`src/hdl/clk_switch_pkg.sv`:
```
// package: register map, select codes and state types of the clock switch
// Operation
// - crystal control bit 7 switches crystal oscillator
// - bits 6:5 set crystal drive strength
// - clock select write takes effect immediately
// - switch plus disabling running oscillator hangs
// - 0x34 selects fast RC divided by two
// - 0xf4 selects slow RC, fast stays on
// - 0xb0 or 0xb4 selects crystal oscillator
// - 0x14 selects fast RC divided by four
// - 0xa6 selects crystal oscillator
// - bits 4 and 2 enable fast, slow RC
// - both RC oscillators enabled after reset
package clk_switch_pkg;
  // register indices, byte address is four times the index
  localparam logic [7:0] XTAL_CTRL_INDEX = 8'h0a;
  localparam logic [7:0] CLK_SEL_INDEX   = 8'h0b;
  localparam logic [7:0] STATUS_INDEX    = 8'h0c;
  // reset values
  localparam logic [7:0] XTAL_CTRL_RESET = 8'h00;
  localparam logic [7:0] CLK_SEL_RESET   = 8'h34;
  // field positions
  localparam int XTAL_EN_BIT   = 7;
  localparam int DRIVE_HI_BIT  = 6;
  localparam int DRIVE_LO_BIT  = 5;
  localparam int FAST_EN_BIT   = 4;
  localparam int SLOW_EN_BIT   = 2;
  localparam int MODE_HI_BIT   = 7;
  localparam int MODE_LO_BIT   = 5;
  localparam int MODE_DIV_BIT  = 3;
  localparam int STAT_BUSY_BIT = 2;
  localparam int STAT_HUNG_BIT = 3;
  // source select codes, bits 7:5 then bit 3
  localparam logic [3:0] MODE_FAST_DIV4  = 4'h0;
  localparam logic [3:0] MODE_FAST_DIV16 = 4'h1;
  localparam logic [3:0] MODE_FAST_DIV2  = 4'h2;
  localparam logic [3:0] MODE_FAST_DIV8  = 4'h3;
  localparam logic [3:0] MODE_FAST_DIV32 = 4'h7;
  localparam logic [3:0] MODE_XTAL       = 4'ha;
  localparam logic [3:0] MODE_SLOW       = 4'he;
  // fast RC divide ratios as powers of two
  localparam logic [2:0] LOG2_DIV2  = 3'h1;
  localparam logic [2:0] LOG2_DIV4  = 3'h2;
  localparam logic [2:0] LOG2_DIV8  = 3'h3;
  localparam logic [2:0] LOG2_DIV16 = 3'h4;
  localparam logic [2:0] LOG2_DIV32 = 3'h5;

  typedef enum logic [1:0] {SRC_FAST, SRC_SLOW, SRC_XTAL} src_e;
  typedef enum logic [1:0] {SW_RUN, SW_OLD_LOW, SW_NEW_LOW, SW_HUNG} sw_e;

  typedef struct packed {
    logic [7:0]  xtalCtrl;
    logic [7:0]  clkSel;
    src_e        src;
    logic [2:0]  fastLog2;
    src_e        tgtSrc;
    logic [2:0]  tgtLog2;
    sw_e         sw;
    logic        sysClk;
    logic        waitReq;
    logic [31:0] rdata;
  } switch_state_s;

  typedef struct packed {
    logic       prevLevel;
    logic [4:0] cnt;
    logic       divLevel;
  } div_state_s;

  localparam switch_state_s SWITCH_RESET = '{
    xtalCtrl: XTAL_CTRL_RESET, clkSel: CLK_SEL_RESET, src: SRC_FAST,
    fastLog2: LOG2_DIV2, tgtSrc: SRC_FAST, tgtLog2: LOG2_DIV2,
    sw: SW_RUN, sysClk: 1'b0, waitReq: 1'b1, rdata: 32'h0000_0000};
  localparam div_state_s DIV_RESET = '{
    prevLevel: 1'b0, cnt: 5'h00, divLevel: 1'b0};
endpackage : clk_switch_pkg

```
`src/hdl/clk_source_switch.sv`:
```
// clock source switch: oscillator enables, select register, clock mux
//
// The Avalon-MM register port was decided locally.
`timescale 1ns/1ps
module clk_source_switch #(
  parameter int ADDR_W = 10
) (
  input  wire logic              ref_clk,
  input  wire logic              rstn,
  input  wire logic [ADDR_W-1:0] address,
  input  wire logic              read,
  input  wire logic              write,
  input  wire logic [31:0]       writedata,
  output logic [31:0]            readdata,
  output logic                   waitrequest,
  input  wire logic              fastRcIn,
  input  wire logic              slowRcIn,
  input  wire logic              crystalOscIn,
  output logic                   crystalOscEnable,
  output logic [1:0]             crystalDrive,
  output logic                   fastRcEnable,
  output logic                   slowRcEnable,
  output logic                   sysClk
);
  clk_switch_pkg::switch_state_s st;
  clk_switch_pkg::switch_state_s nx;

  logic                     fastDivLevel;
  logic                     curLevel;
  logic                     reqAct;
  logic                     hitXtal;
  logic                     hitSel;
  logic                     hitStat;
  logic                     wrXtal;
  logic                     wrSel;
  logic [3:0]               modeCode;
  logic                     newValid;
  clk_switch_pkg::src_e     newSrc;
  logic [2:0]               newLog2;
  logic                     hazard;
  logic                     startSw;
  logic [1:0]               wdDrive;
  logic                     wdXtalEn;
  logic                     wdFastEn;
  logic                     wdSlowEn;

  // fast RC divider, fed the next ratio so a swap sees the new level at once
  rc_clock_divider u_fast_div (
    .ref_clk   (ref_clk),
    .rstn      (rstn),
    .oscLevel  (fastRcIn),
    .ratioLog2 (nx.fastLog2),
    .divLevel  (fastDivLevel)
  );

  // write data fields
  assign wdDrive  = writedata[clk_switch_pkg::DRIVE_HI_BIT:
                              clk_switch_pkg::DRIVE_LO_BIT];
  assign wdXtalEn = writedata[clk_switch_pkg::XTAL_EN_BIT];
  assign wdFastEn = writedata[clk_switch_pkg::FAST_EN_BIT];
  assign wdSlowEn = writedata[clk_switch_pkg::SLOW_EN_BIT];
  assign modeCode = {writedata[clk_switch_pkg::MODE_HI_BIT:
                               clk_switch_pkg::MODE_LO_BIT],
                     writedata[clk_switch_pkg::MODE_DIV_BIT]};

  // bus decode, word aligned addresses only
  assign reqAct  = read | write;
  assign hitXtal = address[1:0] == 2'h0 && address[ADDR_W-1:2] ==
                   (ADDR_W-2)'(clk_switch_pkg::XTAL_CTRL_INDEX);
  assign hitSel  = address[1:0] == 2'h0 && address[ADDR_W-1:2] ==
                   (ADDR_W-2)'(clk_switch_pkg::CLK_SEL_INDEX);
  assign hitStat = address[1:0] == 2'h0 && address[ADDR_W-1:2] ==
                   (ADDR_W-2)'(clk_switch_pkg::STATUS_INDEX);
  assign wrXtal  = write && !st.waitReq && hitXtal;
  assign wrSel   = write && !st.waitReq && hitSel;

  // next state of the whole block
  always_comb begin
    nx       = st;
    newValid = 1'b1;
    newSrc   = clk_switch_pkg::SRC_FAST;
    newLog2  = st.fastLog2;
    curLevel = fastDivLevel;
    hazard   = 1'b0;
    startSw  = 1'b0;

    // level of the source now driving the clock
    case (st.src)
      clk_switch_pkg::SRC_SLOW: curLevel = slowRcIn;
      clk_switch_pkg::SRC_XTAL: curLevel = crystalOscIn;
      default:                  curLevel = fastDivLevel;
    endcase

    // decode of the source select code
    case (modeCode)
      clk_switch_pkg::MODE_FAST_DIV2:  newLog2 = clk_switch_pkg::LOG2_DIV2;
      clk_switch_pkg::MODE_FAST_DIV4:  newLog2 = clk_switch_pkg::LOG2_DIV4;
      clk_switch_pkg::MODE_FAST_DIV8:  newLog2 = clk_switch_pkg::LOG2_DIV8;
      clk_switch_pkg::MODE_FAST_DIV16: newLog2 = clk_switch_pkg::LOG2_DIV16;
      clk_switch_pkg::MODE_FAST_DIV32: newLog2 = clk_switch_pkg::LOG2_DIV32;
      clk_switch_pkg::MODE_SLOW:       newSrc  = clk_switch_pkg::SRC_SLOW;
      clk_switch_pkg::MODE_XTAL:       newSrc  = clk_switch_pkg::SRC_XTAL;
      default:                         newValid = 1'b0;
    endcase

    // moving away from an oscillator that this same write stops
    hazard = wrSel && newValid && newSrc != st.src &&
             ((st.src == clk_switch_pkg::SRC_FAST && !wdFastEn) ||
              (st.src == clk_switch_pkg::SRC_SLOW && !wdSlowEn));
    startSw = wrSel && newValid && !hazard &&
              st.sw != clk_switch_pkg::SW_HUNG &&
              {newSrc, newLog2} != {st.src, st.fastLog2};

    // glitch free change over: old low, swap, new low, follow
    case (st.sw)
      clk_switch_pkg::SW_RUN: begin
        nx.sysClk = curLevel;
      end
      clk_switch_pkg::SW_OLD_LOW: begin
        nx.sysClk = st.sysClk & curLevel; // may fall, never rise
        if (!curLevel) begin
          nx.src      = st.tgtSrc;
          nx.fastLog2 = st.tgtLog2;
          nx.sysClk   = 1'b0;
          nx.sw       = clk_switch_pkg::SW_NEW_LOW;
        end
      end
      clk_switch_pkg::SW_NEW_LOW: begin
        nx.sysClk = 1'b0;
        if (!curLevel) begin
          nx.sw = clk_switch_pkg::SW_RUN;
        end
      end
      default: begin
        nx.sysClk = 1'b0; // clock frozen until reset
      end
    endcase

    // bus handshake: one wait cycle, then the answer
    nx.waitReq = !(reqAct && st.waitReq);
    if (read && st.waitReq) begin
      if (hitXtal) begin
        nx.rdata = {24'h000000, st.xtalCtrl};
      end else if (hitSel) begin
        nx.rdata = {24'h000000, st.clkSel};
      end else if (hitStat) begin
        nx.rdata = 32'h0000_0000;
        nx.rdata[1:0] = st.src;
        nx.rdata[clk_switch_pkg::STAT_BUSY_BIT] =
          st.sw == clk_switch_pkg::SW_OLD_LOW ||
          st.sw == clk_switch_pkg::SW_NEW_LOW;
        nx.rdata[clk_switch_pkg::STAT_HUNG_BIT] =
          st.sw == clk_switch_pkg::SW_HUNG;
      end else begin
        nx.rdata = 32'h0000_0000;
      end
    end

    // register writes
    if (wrXtal) begin
      nx.xtalCtrl = writedata[7:0];
    end
    if (wrSel) begin
      nx.clkSel = writedata[7:0];
      if (newValid) begin
        nx.tgtSrc  = newSrc;
        nx.tgtLog2 = newLog2;
      end
    end
    if (hazard) begin
      nx.sw     = clk_switch_pkg::SW_HUNG;
      nx.sysClk = 1'b0;
    end else if (startSw) begin
      nx.sw = clk_switch_pkg::SW_OLD_LOW;
    end
  end

  // state register
  always_ff @(posedge ref_clk or negedge rstn) begin
    if (!rstn) begin
      st <= clk_switch_pkg::SWITCH_RESET;
    end else begin
      st <= nx;
    end
  end

  // outputs straight from the state register
  assign readdata         = st.rdata;
  assign waitrequest      = st.waitReq;
  assign crystalOscEnable = st.xtalCtrl[clk_switch_pkg::XTAL_EN_BIT];
  assign crystalDrive     = st.xtalCtrl[clk_switch_pkg::DRIVE_HI_BIT:
                                        clk_switch_pkg::DRIVE_LO_BIT];
  assign fastRcEnable     = st.clkSel[clk_switch_pkg::FAST_EN_BIT];
  assign slowRcEnable     = st.clkSel[clk_switch_pkg::SLOW_EN_BIT];
  assign sysClk           = st.sysClk;
endmodule : clk_source_switch

```
`src/hdl/rc_clock_divider.sv`:
```
// fast RC divider: divides a sampled oscillator level by a power of two
`timescale 1ns/1ps
module rc_clock_divider (
  input  wire logic       ref_clk,
  input  wire logic       rstn,
  input  wire logic       oscLevel,
  input  wire logic [2:0] ratioLog2,
  output logic            divLevel
);
  clk_switch_pkg::div_state_s st;
  clk_switch_pkg::div_state_s nx;

  // count rising edges, the chosen counter bit is the divided level
  always_comb begin
    nx = st;
    nx.prevLevel = oscLevel;
    if (oscLevel && !st.prevLevel) begin
      nx.cnt = st.cnt + 5'h01;
    end
    if (ratioLog2 == 3'h0 || ratioLog2 > 3'h5) begin
      nx.divLevel = oscLevel; // undivided
    end else begin
      nx.divLevel = nx.cnt[ratioLog2 - 3'h1];
    end
  end

  // state register
  always_ff @(posedge ref_clk or negedge rstn) begin
    if (!rstn) begin
      st <= clk_switch_pkg::DIV_RESET;
    end else begin
      st <= nx;
    end
  end

  assign divLevel = st.divLevel;
endmodule : rc_clock_divider
```
`config.mk`:
```
export PLATFORM = sky130hd
export DESIGN_NAME = clk_source_switch
export DESIGN_NICKNAME = d
export VERILOG_FILES = /design/src/hdl/clk_switch_pkg.sv /design/src/hdl/clk_source_switch.sv /design/src/hdl/rc_clock_divider.sv
export SDC_FILE = /design/constraint.sdc
export NUM_CORES = 1
export LEC_CHECK = 0
export ABC_AREA = 1
export BUFFER_PORTS_ARGS = -buffer_cell sky130_fd_sc_hd__clkbuf_2
export CAP_MARGIN = 10
export CELL_PAD_IN_SITES_DETAIL_PLACEMENT = 0
export CELL_PAD_IN_SITES_GLOBAL_PLACEMENT = 1
export CORE_MARGIN = 4
export CORE_UTILIZATION = 37
export CTS_CLUSTER_SIZE = 14
export DETAILED_ROUTE_END_ITERATION = 7
export PLACE_DENSITY_LB_ADDON = 0.1
export SETUP_SLACK_MARGIN = 0.3
export SYNTH_ARGS = -nofsm -noshare
export SYNTH_HDL_FRONTEND = slang
export SYNTH_SLANG_ARGS = --single-unit
export TNS_END_PERCENT = 10
```
`constraint.sdc`:
```
create_clock -name ref_clk -period 2.4 [get_ports ref_clk]
set_input_delay 0 -clock ref_clk [delete_from_list [all_inputs] [get_ports ref_clk]]
set_output_delay 0 -clock ref_clk [all_outputs]
set_load 0.03 [all_outputs]
```
# After elaboration in Yosys (flattened, before gate mapping)
# Index checks and enable logic that the tools add are counted.
[totals]
register_bits = 69
latch_bits = 0
mem_bits_rw = 0
rom_bits = 0
input_bits = 49
output_inout_bits = 39
elab_cells = 95
n_memories = 0
[classes]
addsub = 2
mul = 0
n_div = 0
n_lt_le_gt_ge = 2
n_eq_ne = 19
n_shift = 0
mux = 20
n_bitwise = 3
reduce_logical = 36
[ops]
columns = ["op", "n"]
rows = [
  ["$eq 8x4->1 const B", 3],
  ["$logic_and 1x1->1", 17],
  ["$mux 8", 2],
  ["$pmux 3 s5", 1],
  ["$mux 3", 3],
  ["$eq 4x2->1 const B", 2],
  ["$eq 4x4->1 const B", 2],
  ["$ne 4x4->1 const B", 2],
  ["$pmux 2 s2", 2],
  ["$reduce_or 7->1", 1],
  ["$eq 2x2->1 const B", 3],
  ["$logic_not 1->1", 6],
  ["$logic_not 2->1", 3],
  ["$mux 2", 3],
  ["$add 5x1->5 const B", 1],
  ["$mux 5", 1],
  ["$ne 5x5->1", 1],
  ["$eq 2x1->1 const B", 2],
  ["$eq 4x1->1 const B", 1],
  ["$eq 4x3->1 const B", 1],
  ["$logic_not 4->1", 1],
  ["$lt 3x4->1 const B", 1],
  ["$mux 1", 4],
  ["$mux 4", 1],
  ["other kinds (14)", 18],
]

# Longest topological paths before layout
[depth]
word_depth = 12
ltp_mapped = 15
ltp_nobuf = 15

# Hierarchy
# A second synthesis with hierarchy kept.
[unflattened]
cells_unflattened = 358
hier_area_um2 = 2830.2
[modules_own_cells]
columns = ["mod", "instances", "cells_per_inst", "area_per_inst_um2", "seq_area_each_um2"]
rows = [
  ["clk_source_switch", 1, 302, 2361.0, 958.4],
  ["rc_clock_divider", 1, 56, 469.2, 175.2],
]

# Worst setup path after synthesis
# Ideal clock, no wire load.
[synth_path]
kind = "register to register"
from = "register st[45] in the netlist's numbering"
to = "register u_fast_div.st, in the netlist u_fast_div.divLevel"
setup_time_ns = 0.077
t_arrival_ns = 2.157
required_time_ns = 2.323
slack_ns = 0.166
path_stages_with_launch = 12
n_path_buf = 0
period_less_slack_ns = 2.234
cell_sequence = "dfrtp_1 -> inv_1 -> ha_1 -> or2_1 -> nand2_2 -> nand2_2 -> o21ai_1 -> ha_1 -> nand3b_1 -> nand2_1 -> nand2_1 -> a21oi_1"
[synth_lines]
columns = ["element", "line_no", "rtl"]
rows = [
  ["start, declared", "clk_source_switch.sv:25", "clk_switch_pkg::switch_state_s st;"],
  ["start signal, assigned", "clk_source_switch.sv:181", "st <= clk_switch_pkg::SWITCH_RESET;"],
  ["start signal, assigned", "clk_source_switch.sv:183", "st <= nx;"],
  ["end signal, assigned", "rc_clock_divider.sv:30", "st <= clk_switch_pkg::DIV_RESET;"],
  ["end signal, assigned", "rc_clock_divider.sv:32", "st <= nx;"],
  ["end, declared", "rc_clock_divider.sv:10", "clk_switch_pkg::div_state_s st;"],
]

==> impl_metrics.tcl <==
set metrics [dict create \
    max_cap_violations 0 \
    p_sw_uw 627.5 \
    hold_ws_ns 0.04982 \
    async_reset_ff_frac 1.000 \
    coreArea_sq_um 7687 \
    clk_path_buf_depth 2 \
    finalCoreUtilization 0.4570 \
    drc_errors 0 \
    layout_commonest_cell "nand2_1" \
    cts_buffers 5 \
    synth_edf_count 0 \
    netlist.area_leader.share 0.3338 \
    ys_warn_count 0 \
    synth_seq_area_share 0.3877 \
    grt_max_degree 19 \
    die_h_microns 96.90 \
    antenna_found_initial 0 \
    hpwl_mm 5.109 \
    ir_drop_uv 318.3 \
    critPathRequiredTime_ns 2.62 \
    antenna_cells 0 \
    seq_power_share 0.453 \
    worst_setup_path_start_kind "register" \
    grt_pass1_vias 2368 \
    synth_ff_type "dfrtp_1" \
    internal_power_uw 1332 \
    power_uw 1960 \
    tns_ns 0 \
    avgSynthCellArea_sq_um 8.011 \
    final-hold-violation-count 0 \
    path_clk_slew_ns 0.09 \
    viasPerCell 4.489 \
    cts.sinks 45 \
    drive_above_1_share 0.2967 \
    ff_latch_area_sq_um 1134 \
    clock_skew_ns 0.006242 \
    p_clk_frac 0.311 \
    postSynthCellCount 365 \
    worstMarginPinSlew_ns 0.5889 \
    ys_ff_latch 45 \
    cts_max_level 2 \
    synth_area_leaders "dfrtp_1 33%, nand2_1 10%, buf_4 8.7%, inv_1 5.9%, dfstp_2 5.4%" \
    p_leak_uw 0.001737 \
    p_per_area_nw_per_um2 557.7 \
    die_w_microns 96.90 \
    maxSlewHeadroom 0.6060 \
    areaGrowthSynthToFinish_pct 20.15 \
    place_ws_ns 0.1385 \
    track_usage 0.1460 \
    gp_congestion 0.8109 \
    wl_per_cell_microns 12.47 \
    die_area_sq_um 9389 \
    ant_nets 0 \
    worstSetupPathType "reg2reg" \
    p_sw_frac 0.3202 \
    status "finished, final reports clean" \
    setup_ws_ns 0.2773 \
    finalNetCount 487 \
    num_vias 2379 \
    cts_root_buffer "clkbuf_8" \
    finalCritPeriodShare 0.8845 \
    finalSetupViolations 0 \
    syn_area_sq_um 2924 \
    critPathArrivalTime_ns 2.35 \
    cts_tree "built" \
    period_needed_ns 2.123 \
    rows 32 \
    max_freq_mhz 471.1 \
    initial_utilization 0.3804 \
    io_buffers 39 \
    cp_max_fo 5 \
    clk_latency_ns 0.30 \
    drt-total-wl_mm 6.607 \
    grt_pass1_wl_mm 11.17 \
    drtPass1Iterations 4 \
    io_pins 88 \
    slew_violations 0 \
    yosys.area.top_type "dfrtp_1" \
    end_kind "register" \
    pwr-share-comb 0.237 \
    multi_input_area_sq_um 1493 \
    drtIter0Drc 71 \
    layout_common_cells "77 x nand2_1, 44 x inv_1, 39 x dfrtp_1, 39 x clkbuf_2, 25 x nand3_1" \
    netlist-cell-type-count 35 \
    rsz0062_at_grt "true" \
    min_path_type "in2reg" \
    grt_overflow 0 \
    fill_cells 796 \
]
## cell families (layout without fill, tap and decap cells)
logic type	Yosys count	after routing	share of synthesized area
xor gates and xnor gates	4	4	0.01198
AOI/OAI and AO/OA	49	49	0.09970
adders and majority gates	11	11	0.04707
DFF	45	45	0.3877
buffers and inverters	88	128	0.1592
and+or+nand+nor	167	167	0.2931
other	1	24	0.001282
## Yosys cell counts (all sizes together), types with 2 or more instances
cell	count
dfrtp	39
nor2	34
clkbuf	2
or2	2
a31oi	4
nand3b	3
o21ai	31
inv	51
o22ai	5
ha	11
xor2	3
buf	35
a21oi	7
dfstp	6
nand3	32
nand2	88
nand4	6
## worst max-delay path: stages, from the launching register on
cell     delay [ns]
dfrtp_1        0.41
inv_2          0.09
ha_4           0.20
or2_4          0.26
nand2_4        0.12
nand2_8        0.08
nand2_4        0.09
o21ai_4        0.08
buf_6          0.12
ha_1           0.16
nor2_1         0.08
nand2_1        0.09
nand2_1        0.07
nor2_1         0.04
a21oi_1        0.15
## power groups by stage
stage                     Combinational [uW]  Clock [uW]  Sequential, uW
after floorplan                          354           0             903
after global placement                   435           0             902
after detailed placement                 436           0             904
after CTS                                467         623             888
after global routing                     529         656             903
final                                    464         609             887
## worst paths after layout
path                             startpoint                  end  slack, ns  depth (start not counted)
setup / recovery                     st[44]  u_fast_div.divLevel       0.28                         14
hold / removal                   address[3]          readdata[6]       0.05                          3
setup reg to reg                     st[44]  u_fast_div.divLevel       0.28                         14
hold reg to reg            u_fast_div.st[5]     u_fast_div.st[5]       0.47                          1
max in group asynchronous              rstn         slowRcEnable       1.64                          3
min in group asynchronous              rstn          readdata[4]       0.13                          2
## metal layers
layer	GRT usage	part of all wire	vias up	wire length [microns]
met5	0	0	-	0
met4	0.05184	0.021	0	138
met3	0.03100	0.039	13	258
met2	0.2468	0.50	50	3275
met1	0.1835	0.44	1088	2935
li1	-	-	1228	-
## final cells by class
cell class,instances,share of cell area
well taps,102,0.03632
inverters,51,0.05449
repair buffers,69,0.1275
clock buffers,6,0.02350
multi-input cells,255,0.4249
clock inverters,2,0.01068
flip-flops and latches,45,0.3227
## per-stage QoR
stage,instance area (sq um),cells
floorplan,3019,388
global placement,3136,501
detailed placement,3136,501
CTS,3487,529
global route,3513,530
finish,3513,530
## flip-flops by register name, indices dropped and copies added (netlist names)
signal               count
waitrequest              1
fastRcEnable             1
crystalOscEnable         1
u_fast_div.st            6
sysClk                   1
readdata                 8
st                      23
u_fast_div.divLevel      1
crystalDrive             2
slowRcEnable             1
## repair_timing
| action | 4_1_cts | 5_1_grt |
|---|---|---|
| setup endpoints to repair | 1 | 2 |
| pin swaps | 10 | 4 |
| hold buffers | 8 | 0 |
| hold endpoints to repair | 48 | 0 |
| buffers inserted | 12 | 1 |
| resized for setup | 11 | 4 |
Note: power is estimated with default switching activity, not from simulation.
